==> config.mk <==
export PLATFORM = sky130hd
export DESIGN_NAME = cnv_ctrl
export DESIGN_NICKNAME = d
export VERILOG_FILES = /design/src/include/cnv_pkg.sv /design/src/logic/cnv_sync.sv /design/src/logic/cnv_ctrl.sv
export SDC_FILE = /design/constraint.sdc
export NUM_CORES = 1
export LEC_CHECK = 0
export BUFFER_PORTS_ARGS = -buffer_cell sky130_fd_sc_hd__buf_2
export CAP_MARGIN = 20
export CORE_MARGIN = 8
export CORE_UTILIZATION = 29
export CTS_CLUSTER_DIAMETER = 50
export CTS_CLUSTER_SIZE = 28
export DETAILED_ROUTE_END_ITERATION = 10
export MAX_ROUTING_LAYER = met4
export PLACE_DENSITY_LB_ADDON = 0.3
export RECOVER_POWER = 50
export SLEW_MARGIN = 10
export SYNTH_ARGS = -nofsm -noshare
export SYNTH_HDL_FRONTEND = slang
export SYNTH_SLANG_ARGS = --single-unit
==> constraint.sdc <==
create_clock -name CLK -period 2.3 [get_ports CLK]
set_input_delay 0.575 -clock CLK [delete_from_list [all_inputs] [get_ports CLK]]
set_output_delay 0.575 -clock CLK [all_outputs]
set_load 0.01 [all_outputs]
==> src/include/cnv_pkg.sv <==
// Constants shared by the converter start and read-port control logic
package cnv_pkg;

  // ==========================================
  // Timing
  localparam int CLK_FREQ_HZ = 250_000_000;
  localparam int CLK_PERIOD_PS = 4000;
  localparam int PWRUP_PULSE_NS = 1500;
  localparam int CONV_TIME_NS = 4500;
  // Least times round up to whole cycles
  localparam int PWRUP_PULSE_CYC = (PWRUP_PULSE_NS * 1000 + CLK_PERIOD_PS - 1) / CLK_PERIOD_PS;
  localparam int CONV_TIME_CYC = (CONV_TIME_NS * 1000 + CLK_PERIOD_PS - 1) / CLK_PERIOD_PS;
  localparam int CNT_W = 16;

  // ==========================================
  // Data
  localparam int DATA_W = 8;
  localparam logic [7:0] RESULT_RST = 8'h00;

  // ==========================================
  // Sequencer states
  typedef enum logic [1:0] {
    ST_TRACK = 2'b00,
    ST_CONV = 2'b01
  } seq_state_t;

endpackage

==> src/logic/cnv_sync.sv <==
// Three-stage input synchroniser with agreement filter
`timescale 1ns/100ps
module cnv_sync #(
  parameter logic RST_VAL = 1'b0
) (
  input wire logic clk, // Clock
  input wire logic rst, // Synchronous reset
  input wire logic din, // Asynchronous input
  output logic dout // Filtered level
);

  logic s1_r;
  logic s2_r;
  logic s3_r;
  logic out_r;

  // Shift chain; first stage read only by second
  always_ff @(posedge clk) begin
    if (rst) begin
      s1_r <= RST_VAL;
      s2_r <= RST_VAL;
      s3_r <= RST_VAL;
      out_r <= RST_VAL;
    end else begin
      s1_r <= din;
      s2_r <= s1_r;
      s3_r <= s2_r;
      if (s2_r == s3_r) begin
        out_r <= s3_r;
      end
    end
  end

  assign dout = out_r;

endmodule

==> src/logic/cnv_ctrl.sv <==
// Convert-start timing, conversion sequencer, result latch and read port
`timescale 1ns/100ps
module cnv_ctrl #(
  parameter int PULSE_CYC = cnv_pkg::PWRUP_PULSE_CYC, // Internal pulse length
  parameter int CONV_CYC = cnv_pkg::CONV_TIME_CYC // Conversion length
) (
  input wire logic CLK, // System clock
  input wire logic RST, // Synchronous reset, high
  input wire logic CONVERT_START_N, // Convert start pin, low active
  input wire logic CS_N, // Chip select, low active
  input wire logic RD_N, // Read strobe, low active
  input wire logic [cnv_pkg::DATA_W-1:0] SAMPLE, // Quantiser code from analog core
  output logic [cnv_pkg::DATA_W-1:0] DATA_O, // Data bus output
  output logic [cnv_pkg::DATA_W-1:0] DATA_OE_N, // Data bus enables, low drives
  output logic BUSY, // Conversion in progress
  output logic HOLD, // Sampler in hold
  output logic POWERED, // Converter powered up
  output logic CONT_MODE // Continuous mode chosen at last end
);
  import cnv_pkg::*;

  // ==========================================
  // Input conditioning
  // The start, chip-select and read pins each cross into the clock domain through their own filter, so a
  // glitch shorter than one clock never reaches the sequencer or the port.
  // The start filter resets low to match the level held at power-on.
  logic start_n_s;
  logic cs_n_s;
  logic rd_n_s;

  cnv_sync #(.RST_VAL(1'b0)) u_sync_start (
    .clk(CLK),
    .rst(RST),
    .din(CONVERT_START_N),
    .dout(start_n_s)
  );
  cnv_sync #(.RST_VAL(1'b1)) u_sync_cs (
    .clk(CLK),
    .rst(RST),
    .din(CS_N),
    .dout(cs_n_s)
  );
  cnv_sync #(.RST_VAL(1'b1)) u_sync_rd (
    .clk(CLK),
    .rst(RST),
    .din(RD_N),
    .dout(rd_n_s)
  );

  // ==========================================
  // Start edges and internal pulse
  logic start_prev_r;
  logic pulse_r;
  logic pulse_nxt;
  logic [CNT_W-1:0] pcnt_r;
  logic [CNT_W-1:0] pcnt_nxt;
  logic gated_prev_r;
  logic start_rise;
  logic gated;
  logic gated_fall;

  assign start_rise = start_n_s & ~start_prev_r;
  // Gated start: high while either source is high
  assign gated = start_n_s | pulse_r;
  // Later of the two falling edges starts the conversion
  assign gated_fall = gated_prev_r & ~gated;

  // Pulse counter restarts on each rising start edge
  // Retriggering keeps the gated start high long enough for power-up even
  // when a short start pulse arrives shortly after the previous one
  always_comb begin
    pulse_nxt = pulse_r;
    pcnt_nxt = pcnt_r;
    if (start_rise) begin
      pulse_nxt = 1'b1;
      pcnt_nxt = CNT_W'(PULSE_CYC - 1);
    end else if (pulse_r) begin
      if (pcnt_r == '0) begin
        pulse_nxt = 1'b0;
      end else begin
        pcnt_nxt = pcnt_r - CNT_W'(1);
      end
    end
  end

  // Edge history and pulse state
  always_ff @(posedge CLK) begin
    if (RST) begin
      start_prev_r <= 1'b0;
      gated_prev_r <= 1'b0;
      pulse_r <= 1'b0;
      pcnt_r <= '0;
    end else begin
      start_prev_r <= start_n_s;
      gated_prev_r <= gated;
      pulse_r <= pulse_nxt;
      pcnt_r <= pcnt_nxt;
    end
  end

  // ==========================================
  // Power state
  logic powered_r;
  logic powered_nxt;
  logic conv_done;
  logic cont_r;
  logic cont_nxt;

  // Rising start powers up; end of conversion in mode 2 powers down
  // A rise in the end-of-conversion cycle wins, so the next start still
  // finds the converter powered
  always_comb begin
    powered_nxt = powered_r;
    cont_nxt = cont_r;
    if (conv_done) begin
      cont_nxt = start_n_s;
      if (!start_n_s) begin
        powered_nxt = 1'b0;
      end else begin
        powered_nxt = 1'b1;
      end
    end
    if (start_rise) begin
      powered_nxt = 1'b1;
    end
  end

  // Comes out of reset powered down
  always_ff @(posedge CLK) begin
    if (RST) begin
      powered_r <= 1'b0;
      cont_r <= 1'b0;
    end else begin
      powered_r <= powered_nxt;
      cont_r <= cont_nxt;
    end
  end

  // ==========================================
  // Conversion sequencer
  seq_state_t state_r;
  seq_state_t state_nxt;
  logic [CNT_W-1:0] ccnt_r;
  logic [CNT_W-1:0] ccnt_nxt;
  logic conv_go;

  // A conversion needs the converter powered
  // A gated fall while still powered down is dropped: no result would be valid
  assign conv_go = gated_fall & powered_r;
  assign conv_done = (state_r == ST_CONV) && (ccnt_r == '0);

  // Track until gated start falls, convert for fixed time
  always_comb begin
    state_nxt = state_r;
    ccnt_nxt = ccnt_r;
    case (state_r)
      ST_TRACK: begin
        if (conv_go) begin
          state_nxt = ST_CONV;
          ccnt_nxt = CNT_W'(CONV_CYC - 1);
        end
      end
      ST_CONV: begin
        if (conv_done) begin
          state_nxt = ST_TRACK;
        end else begin
          ccnt_nxt = ccnt_r - CNT_W'(1);
        end
      end
      default: begin
        state_nxt = ST_TRACK;
      end
    endcase
  end

  // Sequencer registers
  always_ff @(posedge CLK) begin
    if (RST) begin
      state_r <= ST_TRACK;
      ccnt_r <= '0;
    end else begin
      state_r <= state_nxt;
      ccnt_r <= ccnt_nxt;
    end
  end

  // ==========================================
  // Result register
  logic [DATA_W-1:0] result_r;
  logic [DATA_W-1:0] result_nxt;

  // Straight-binary code captured as busy falls
  assign result_nxt = conv_done ? SAMPLE : result_r;

  // Result holds between conversions, also while powered down
  always_ff @(posedge CLK) begin
    if (RST) begin
      result_r <= RESULT_RST;
    end else begin
      result_r <= result_nxt;
    end
  end

  // ==========================================
  // Parallel read port
  logic rd_en_nxt;
  logic busy_rise;
  logic [DATA_W-1:0] dout_r;
  logic [DATA_W-1:0] oe_n_r;
  logic [DATA_W-1:0] oe_n_nxt;

  assign busy_rise = conv_go & (state_r == ST_TRACK);
  // Port cleared at conversion start only; a gated fall while powered down leaves it alone
  // A read held across the start is cut for one cycle, then drives again
  assign rd_en_nxt = busy_rise ? 1'b0 : (~cs_n_s & ~rd_n_s);

  // ==========================================
  // Output stage, one flop pair per data bit
  genvar gi;
  generate
    for (gi = 0; gi < DATA_W; gi++) begin : g_bit
      // Bit lets go of the bus unless the read enable is set
      assign oe_n_nxt[gi] = ~rd_en_nxt;
      // Enable and data flop per bit keep the bus turn-on aligned
      always_ff @(posedge CLK) begin
        if (RST) begin
          oe_n_r[gi] <= 1'b1;
          dout_r[gi] <= RESULT_RST[gi];
        end else begin
          oe_n_r[gi] <= oe_n_nxt[gi];
          dout_r[gi] <= result_r[gi];
        end
      end
    end
  endgenerate

  // ==========================================
  // Outputs
  assign DATA_O = dout_r;
  assign DATA_OE_N = oe_n_r;
  assign BUSY = (state_r == ST_CONV);
  assign HOLD = (state_r == ST_CONV);
  assign POWERED = powered_r;
  assign CONT_MODE = cont_r;

endmodule

==> results of run 1 <==
==> state kept, by name, summed over array words and instances (netlist names), 8 cells and up <==
register  cells
DATA_O        8
ccnt_r       16
pcnt_r       16
result_r      8
==> cell usage after synthesis, drive strengths merged, types with 2 or more instances <==
cell	instances
dfxtp	67
a21oi	36
nand2	21
o21ai	20
nand3	18
or2	16
nor2b	15
clkbuf	13
or3	13
buf	12
nor2	11
inv	10
mux2i	10
nor3	10
or4	7
nand4	6
nor4	6
o31ai	5
a2111o	3
a311oi	3
a31oi	3
and2	3
ha	3
nand2b	3
o41ai	3
a21o	2
and3	2
nor3b	2
o2111ai	2
o211ai	2
==> per-stage QoR <==
| step | setup WS [ps] | hold WS, ps | instance area, µm² | cells | total power, mW |
|---|---|---|---|---|---|
| after floorplan | 384 | 389 | 2970 | 338 | 1.23 |
| after global placement | 357 | 394 | 3260 | 493 | 1.26 |
| after detailed placement | 306 | 402 | 3260 | 493 | 1.26 |
| after CTS | 291 | 411 | 3430 | 509 | 2.15 |
| after global routing | 143 | 407 | 3400 | 509 | 2.20 |
| final | 282 | 416 | 3400 | 509 | 2.10 |
==> how the worst min path moves through the flow <==
stage	from	end	slack (ps)	cells past startpoint
global route	RD_N	u_sync_rd.s1_r$_SDFF_PP1_	410	2
finish	u_sync_rd.s1_r$_SDFF_PP1_	u_sync_rd.s2_r$_SDFF_PP1_	420	1
floorplan	u_sync_cs.s1_r$_SDFF_PP1_	u_sync_cs.s2_r$_SDFF_PP1_	390	1
detailed placement	u_sync_rd.s1_r$_SDFF_PP1_	u_sync_rd.s2_r$_SDFF_PP1_	400	1
global placement	u_sync_rd.s1_r$_SDFF_PP1_	u_sync_rd.s2_r$_SDFF_PP1_	390	1
CTS	RD_N	u_sync_rd.s1_r$_SDFF_PP1_	410	2
==> metal layers <==
metal	wire (µm)	global-route usage, %	vias up
met5	0	-	-
met4	57	3.16	0
met3	222	3.54	6
met2	3330	17.6	36
met1	3120	12.0	1163
li1	-	-	1288
==> cell type report <==
type | instances | area share [%]
flip-flops and latches | 67 | 39.5
clock inverters | 7 | 1.51
inverters | 10 | 1.11
well taps | 136 | 5.01
clock buffers | 9 | 3.65
multi-input cells | 236 | 42.9
repair buffers | 44 | 6.34
==> cells by family (layout without fill, tap and decap cells) <==
group           after synthesis  after routing  synth area share [%]
buf+inv                      35             70                  5.77
simple gates                138            138                  26.8
compound gates               85             85                  17.7
fa+ha+maj                     3              3                  1.26
flops                        67             67                  45.2
mux                          10             10                  3.37
==> where the power goes <==
part	switching, mW	internal [mW]
combinational	0.0346	0.0219
clock	0.482	0.396
sequential	0.00323	1.17
total	0.520	1.58
==> flow_metrics.tcl, run 1 <==
set metrics [dict create \
    status "completed" \
    yosys_register_bits 67 \
    io_buffers 32 \
    final_core_util_pct 33.5 \
    cts_max_level 3 \
    crit_arrival_ps 2270 \
    cp_top_family "simple AND/OR/NAND/NOR gates" \
    hold_viol 0 \
    drive_gt1_share_pct 15.5 \
    leakage_nw 1.20 \
    first_iter_violations 170 \
    rows 37 \
    rsz0062_at_grt "no" \
    crit_type "reg -> reg" \
    cp.depth 4 \
    regArea_um2 1340 \
    slew_headroom_pct 19.4 \
    critPathBufInv 0 \
    hold_buffers 0 \
    fp.coreArea_um2 10100 \
    postCtsSetupBuffers 0 \
    ys_seq_area_share_pct 45.2 \
    multiInputGateArea_um2 1460 \
    r2r_end "pcnt_r[8]$_SDFFE_PP0P_" \
    die-area_um2 13700 \
    drc_errors 0 \
    grt_overflow 0 \
    min_path_type "reg -> reg" \
    cp-end-kind "flip-flop" \
    gp_congestion 0.771 \
    post-route-period-util_pct 87.7 \
    critical_path.max_stage_delay_ps 570 \
    synth_top_area_share_pct 45.2 \
    finalCriticalPeriod_ps 2020 \
    postRouteAntennaNets 0 \
    cp-start-kind "flip-flop" \
    p_per_area_nw_per_um2 620 \
    cts_sinks 67 \
    cts_buffers 9 \
    yosysWarnings 0 \
    diodes 0 \
    tightest_slew_ps 1210 \
    maxClockFrequency_ghz 0.496 \
    r2r_cells 4 \
    yosysTopAreaCell "dfxtp_1" \
    firstDrtPassIters 4 \
    finClkSkew_ps 13.6 \
    die_w_um 117 \
    path_max_fanout 8 \
    via_count 2493 \
    ys_top_cells_by_area "dfxtp_1 45%, a21oi_1 6.1%, mux2i_1 3.4%" \
    area_delta_synth_final_pct 14.4 \
    antenna_found_initial 0 \
    via_per_inst 4.90 \
    crit-reg2reg-launch "pcnt_r[2]$_SDFFE_PP0P_" \
    dp_hpwl_mm 4.76 \
    synth_edf_count 0 \
    nNetsFinal 384 \
    die_h_um 117 \
    crit_end "pcnt_r[8]$_SDFFE_PP0P_" \
    crit_required_ps 2560 \
    synth_top_flop_cell "dfxtp_1" \
    synthDistinctLibCells 45 \
    start_util_pct 29.3 \
    globalRouteTotalUtil_pct 10.6 \
    final_common_cell "dfxtp_1" \
    synth.avg_cell_area_um2 8.78 \
    cts_resized 0 \
    setup_tns_ps 0 \
    vdd_drop_max_mv 0.205 \
    fill_cells 1069 \
    cts-root-buf "clkbuf_8" \
    final-setup-viol-count 0 \
    mostFrequentLayoutCells "67 x dfxtp_1, 36 x a21oi_1, 22 x clkbuf_1, 21 x nand2_1, 20 x o21ai_0" \
    grt_max_degree 29 \
    grt_pass1_wl_mm 11.3 \
    syn_area_um2 2970 \
    post_drt_wl_per_cell_um 13.2 \
    critPathSlowestCell "or4_4" \
    crit_chain "or4_4 -> or4_1 -> or3_1 -> a31oi_1" \
    routed_wl_mm 6.73 \
    cts.clk_slew.worst_paths_ps 80 \
    clk-insertion-delay-late_ps 340 \
    synthCells 338 \
    async_flop_share_pct 0 \
    cts_tree "built" \
    first_global_vias 2451 \
    cts_buffer_depth 2 \
    num_io_pins 33 \
    synth_fp_nets 354 \
    drv_cap 0 \
    drv_slew 0 \
    r2r_slack_ps 280 \
    critPathLaunch "pcnt_r[2]$_SDFFE_PP0P_" \
]
(Power assumes the default switching activity.)
==> inputs of run 2 (changes only) <==
--- a/config.mk
+++ b/config.mk
@@ -5,6 +5,7 @@
 export SDC_FILE = /design/constraint.sdc
 export NUM_CORES = 1
 export LEC_CHECK = 0
+export ABC_AREA = 1
 export BUFFER_PORTS_ARGS = -buffer_cell sky130_fd_sc_hd__buf_2
 export CAP_MARGIN = 20
 export CORE_MARGIN = 8
==> run 2 against run 1 <==
Effect of this change: wire length increased by 6.4%; worst hold slack lost 8.0 ps; fmax up 11%; clock skew down 5.5 ps; die area rose by 5.5%; largest power group unchanged; via count rose by 13%.
==> flow_metrics.tcl, run 2 <==
set metrics [dict create \
    status "completed" \
    syn_area_um2 3160 \
    crit_type "reg -> reg" \
    firstDrtPassIters 4 \
    cp_top_family "simple AND/OR/NAND/NOR gates" \
    slew_headroom_pct 62.9 \
    post_drt_wl_per_cell_um 11.4 \
    vdd_drop_max_mv 0.432 \
    synthCells 458 \
    synth_top_flop_cell "dfxtp_1" \
    cts_buffer_depth 2 \
    synthTopCellsByCount "109 x nand2_1, 76 x nor2_1, 67 x dfxtp_1" \
    mostFrequentLayoutCells "109 x nand2_1, 76 x nor2_1, 67 x dfxtp_1, 49 x inv_1, 35 x nand3_1" \
    fp.coreArea_um2 10700 \
    die_w_um 120 \
    num_io_pins 33 \
    drv_cap 0 \
    hold_buffers 0 \
    grt_max_degree 27 \
    ys_seq_area_share_pct 42.5 \
    final-setup-viol-count 0 \
    final_common_cell "nand2_1" \
    die-area_um2 14500 \
    min_path_type "reg -> reg" \
    top_regs "ccnt_r x16, pcnt_r x16" \
    yosys_register_bits 67 \
    dp_hpwl_mm 5.14 \
    leakage_nw 1.60 \
    via_per_inst 4.47 \
    tightest_slew_ps 553 \
    antenna_found_initial 0 \
    cp-start-kind "flip-flop" \
    final_cell_count_no_fill 629 \
    yosysWarnings 0 \
    rsz0062_at_grt "no" \
    io_buffers 32 \
    drv_slew 0 \
    synth.avg_cell_area_um2 6.90 \
    gp_congestion 0.836 \
    hold_viol 0 \
    cts_max_level 3 \
    setup_tns_ps 0 \
    cts.clk_slew.worst_paths_ps 70 \
    routed_wl_mm 7.16 \
    cts_buffers 9 \
    rows 38 \
    dp.cells 613 \
    post-route-period-util_pct 78.7 \
    regArea_um2 1340 \
    globalRouteTotalUtil_pct 10.6 \
    postRouteAntennaNets 0 \
    cp-end-kind "flip-flop" \
    synth_top_area_share_pct 42.5 \
    maxClockFrequency_ghz 0.552 \
    nNetsFinal 500 \
    via_count 2810 \
    synthDistinctLibCells 27 \
    die_h_um 120 \
    holdWs_ps 408 \
    crit_required_ps 2540 \
    final_core_util_pct 32.9 \
    finalCriticalPeriod_ps 1810 \
    critical_path.max_stage_delay_ps 340 \
    finClkSkew_ps 8.11 \
    area_delta_synth_final_pct 11.9 \
    start_util_pct 29.4 \
    first_global_vias 2648 \
    cts_tree "built" \
    fill_cells 1224 \
    drc_errors 0 \
    grt_overflow 0 \
    p_per_area_nw_per_um2 600 \
    cts-root-buf "clkbuf_8" \
    first_iter_violations 263 \
    cts_resized 0 \
    crit_chain "inv_1 -> ha_1 -> nand2_2 -> nor2_4 -> nand2_4 -> nand2_4 -> nand2_2 -> a21oi_2 -> nor2_1" \
    drive_gt1_share_pct 11.7 \
    critPathBufInv 1 \
    yosysMostFrequentCell "nand2_1" \
    synth_edf_count 0 \
    diodes 0 \
    postCtsSetupBuffers 0 \
    yosysTopAreaCell "dfxtp_1" \
    clk-insertion-delay-late_ps 350 \
    async_flop_share_pct 0 \
    multiInputGateArea_um2 1490 \
    cts_sinks 67 \
    synth_fp_nets 474 \
    power_mw 2.12 \
    critPathSlowestCell "dfxtp_1" \
    path_max_fanout 13 \
    grt_pass1_wl_mm 12.3 \
    crit_arrival_ps 2050 \
    ys_top_cells_by_area "dfxtp_1 42%, nand2_1 13%, nor2_1 9.0%" \
]
-- run 2: cell types whose count changed after synthesis, moves of 6 or more --
cell	previous run	this run
or2_2	16	8
or4_1	6	0
or3_1	12	0
mux2i_1	10	0
inv_1	10	49
nand2_1	21	109
nand3_1	18	35
nor2b_1	15	0
nor2_1	11	76
clkbuf_1	13	5
-- run 2: cell type report --
type / count / area share [%]
inverter: 53 / 5.63
tap: 140 / 4.96
sequential: 67 / 37.9
clock inverter: 5 / 1.06
clock buffer: 11 / 4.00
multi-input combinational: 318 / 42.0
timing repair buffer: 35 / 4.39
-- run 2: path summary, 6_finish.rpt --
path,to,slack (ps),start,cells after the start
worst max-delay path,ccnt_r[14]$_SDFFE_PP0P_,490,ccnt_r[0]$_SDFFE_PP0P_,9
worst max register to register,ccnt_r[14]$_SDFFE_PP0P_,490,ccnt_r[0]$_SDFFE_PP0P_,9
worst min-delay path,u_sync_rd.s2_r$_SDFF_PP1_,410,u_sync_rd.s1_r$_SDFF_PP1_,1
worst min register to register,u_sync_rd.s2_r$_SDFF_PP1_,410,u_sync_rd.s1_r$_SDFF_PP1_,1
-- run 2: metal layers --
metal  global-route usage [%]  wire (µm)  part of all wire (%)  vias up
met1                     13.2       3600                    50     1269
met5                        -          0                     0        -
met2                     15.9       3180                    44       44
met3                     2.14        258                   3.6        6
met4                     5.93        116                   1.6        0
li1                         -          -                     -     1491
-- run 2: where the power goes --
part | total [mW] | internal, mW | switching (mW)
combinational | 0.0587 | 0.0207 | 0.0380
sequential | 1.17 | 1.17 | 0.00322
clock | 0.892 | 0.424 | 0.468
total | 2.12 | 1.61 | 0.509
-- run 2: cell families after synthesis --
family / after synthesis / synth area share, %
and+or+nand+nor: 258 / 35.9
buffers and inverters: 73 / 10.5
DFF: 67 / 42.5
AOI/OAI and AO/OA: 54 / 9.07
xor gates and xnor gates: 3 / 0.832
adders and majority gates: 3 / 1.19
-- run 2: through the flow --
stage,setup slack (ps),instance area (µm²)
floorplan,820,3160
global placement,530,3380
detailed placement,510,3380
CTS,497,3560
global route,353,3530
finish,489,3530
==> inputs of run 3 (changes only) <==
--- a/config.mk
+++ b/config.mk
@@ -5,7 +5,7 @@
 export SDC_FILE = /design/constraint.sdc
 export NUM_CORES = 1
 export LEC_CHECK = 0
-export ABC_AREA = 1
+export ABC_AREA = 0
 export BUFFER_PORTS_ARGS = -buffer_cell sky130_fd_sc_hd__buf_2
 export CAP_MARGIN = 20
 export CORE_MARGIN = 8
==> constraint.sdc (replaced) <==
create_clock -name CLK -period 1.86 [get_ports CLK]
set_input_delay 0.465 -clock CLK [delete_from_list [all_inputs] [get_ports CLK]]
set_output_delay 0.465 -clock CLK [all_outputs]
set_load 0.01 [all_outputs]
==> run 3 against run 2 <==
Effect of this change: register-to-register slack worse by 470 ps; total power up 28%; die area down 5.2%; wire length about the same; critical path type unchanged; first-iteration DRC count down 44%.
==> flow_metrics.tcl, run 3 (synthesis gave the netlist of run 1 again) <==
set metrics [dict create \
    cts_sinks 67 \
    crit_chain "or4_4 -> or4_1 -> or3_1 -> a31oi_1" \
    postRouteAntennaNets 0 \
    cts-root-buf "clkbuf_8" \
    min_path_type "in -> reg" \
    routed_wl_mm 7.16 \
    clk-insertion-delay-late_ps 340 \
    r2r_cells 4 \
    hold_buffers 0 \
    crit_arrival_ps 2110 \
    via_count 2663 \
    globalRouteTotalUtil_pct 11.0 \
    die-area_um2 13700 \
    antenna_found_initial 0 \
    gp_congestion 0.807 \
    drc_errors 0 \
    crit_required_ps 2130 \
    fp.coreArea_um2 10100 \
    min_to "u_sync_rd.s1_r$_SDFF_PP1_" \
    top_regs "ccnt_r x16, pcnt_r x16" \
    num_io_pins 33 \
    hold_depth 2 \
    cts_buffers 9 \
    grt_max_degree 19 \
    finalCriticalPeriod_ps 1840 \
    final_cell_count_no_fill 546 \
    maxClockFrequency_ghz 0.543 \
    drv_slew 0 \
    cts_buffer_depth 2 \
    cp-start-kind "flip-flop" \
    crit-reg2reg-launch "pcnt_r[2]$_SDFFE_PP0P_" \
    via_per_inst 4.88 \
    critPathSlowestCell "or4_4" \
    diodes 0 \
    cp-end-kind "flip-flop" \
    r2r_slack_ps 20 \
    min-delay-start "RD_N" \
    critical_path.max_stage_delay_ps 540 \
    rsz0062_at_grt "yes" \
    crit_type "reg -> reg" \
    setup_slack_ps 18.1 \
    vdd_drop_max_mv 0.300 \
    cts_tree "built" \
    first_iter_violations 147 \
    power_mw 2.72 \
    grt_overflow 0 \
    status "completed" \
    dp.cells 527 \
    final-setup-viol-count 0 \
    cts.clk_slew.worst_paths_ps 70 \
    hold_viol 0 \
    tightest_slew_ps 469 \
    start_util_pct 29.3 \
    p_per_area_nw_per_um2 722 \
    grt_pass1_wl_mm 11.4 \
    first_global_vias 2434 \
    path_max_fanout 3 \
    post-route-period-util_pct 99.0 \
    die_h_um 117 \
    io_buffers 32 \
    die_w_um 117 \
    r2r_end "pcnt_r[8]$_SDFFE_PP0P_" \
    leakage_nw 1.42 \
    dp_hpwl_mm 5.17 \
    drv_cap 0 \
    post_drt_wl_per_cell_um 13.1 \
    nNetsFinal 422 \
    cts_max_level 3 \
    pre_cts_slack_ps 22.8 \
    area_delta_synth_final_pct 26.8 \
    drive_gt1_share_pct 26.8 \
    finClkSkew_ps 9.94 \
    slew_headroom_pct 68.7 \
    mostFrequentLayoutCells "64 x dfxtp_1, 48 x buf_4, 35 x a21oi_1, 21 x nand2_1" \
    firstDrtPassIters 6 \
    final_common_cell "dfxtp_1" \
    setup_tns_ps 0 \
    rows 37 \
]
-- run 3: changes by cell type in the layout (fill, tap and decap cells not counted), sizes merged, moves of 6 or more --
cell / delta
or4: +7
mux2i: +10
nand3: -18
nor2b: +15
nor2: -72
nor4: +6
inv: -41
nand2: -94
or2: +8
buf: +48
or3: +13
-- run 3: critical path, delay by kind of cell, from the launching register on --
family	cells	cell delay, ps
flops	1	340
compound gates	1	160
simple gates	3	1280
-- run 3: worst max path at each step --
stage	start	endpoint	slack (ps)	cells past startpoint
final	pcnt_r[2]$_SDFFE_PP0P_	pcnt_r[8]$_SDFFE_PP0P_	20	4
after global routing	pcnt_r[2]$_SDFFE_PP0P_	pcnt_r[8]$_SDFFE_PP0P_	-30	4
after floorplan	ccnt_r[12]$_SDFFE_PP0P_	CONT_MODE$_SDFFE_PP0P_	10	6
after detailed placement	ccnt_r[12]$_SDFFE_PP0P_	ccnt_r[6]$_SDFFE_PP0P_	20	5
after CTS	pcnt_r[0]$_SDFFE_PP0P_	pcnt_r[10]$_SDFFE_PP0P_	6	6
after global placement	pcnt_r[2]$_SDFFE_PP0P_	pcnt_r[8]$_SDFFE_PP0P_	60	4
-- run 3: metrics by stage --
step | utilization (%) | hold slack, ps | cell area [µm²]
after detailed placement | 34.7 | 393 | 3520
after floorplan | - | 389 | 2980
after global placement | 34.7 | 391 | 3520
final | 37.1 | 304 | 3770
after global routing | 37.1 | 296 | 3770
after CTS | 36.6 | 290 | 3710
-- run 3: repair_timing --
action / CTS / global route
setup buffers: 0 / 4
endpoints found under the setup margin: 0 / 17
resized for setup: 0 / 12
-- run 3: cell type report --
type | count | area [µm²]
Timing Repair Buffer | 82 | 526
Tap cell | 136 | 170
Fill cell | 1027 | 6370
Sequential cell | 67 | 1350
Multi-Input combinational cell | 236 | 1500
Clock inverter | 4 | 51.3
Clock buffer | 11 | 141
Inverter | 10 | 37.5
-- run 3: per-layer routing --
layer  up-vias  GRT usage [%]  wire length [µm]
met3         4           3.85               225
met5         -              -                 0
li1       1359              -                 -
met4         0           2.56                55
met1      1267           12.2              3180
met2        33           18.5              3700
-- run 3: power breakdown --
group	internal, mW	switching, mW	total [mW]
logic	0.0330	0.0446	0.0776
clock network	0.649	0.547	1.20
registers	1.44	0.00373	1.45
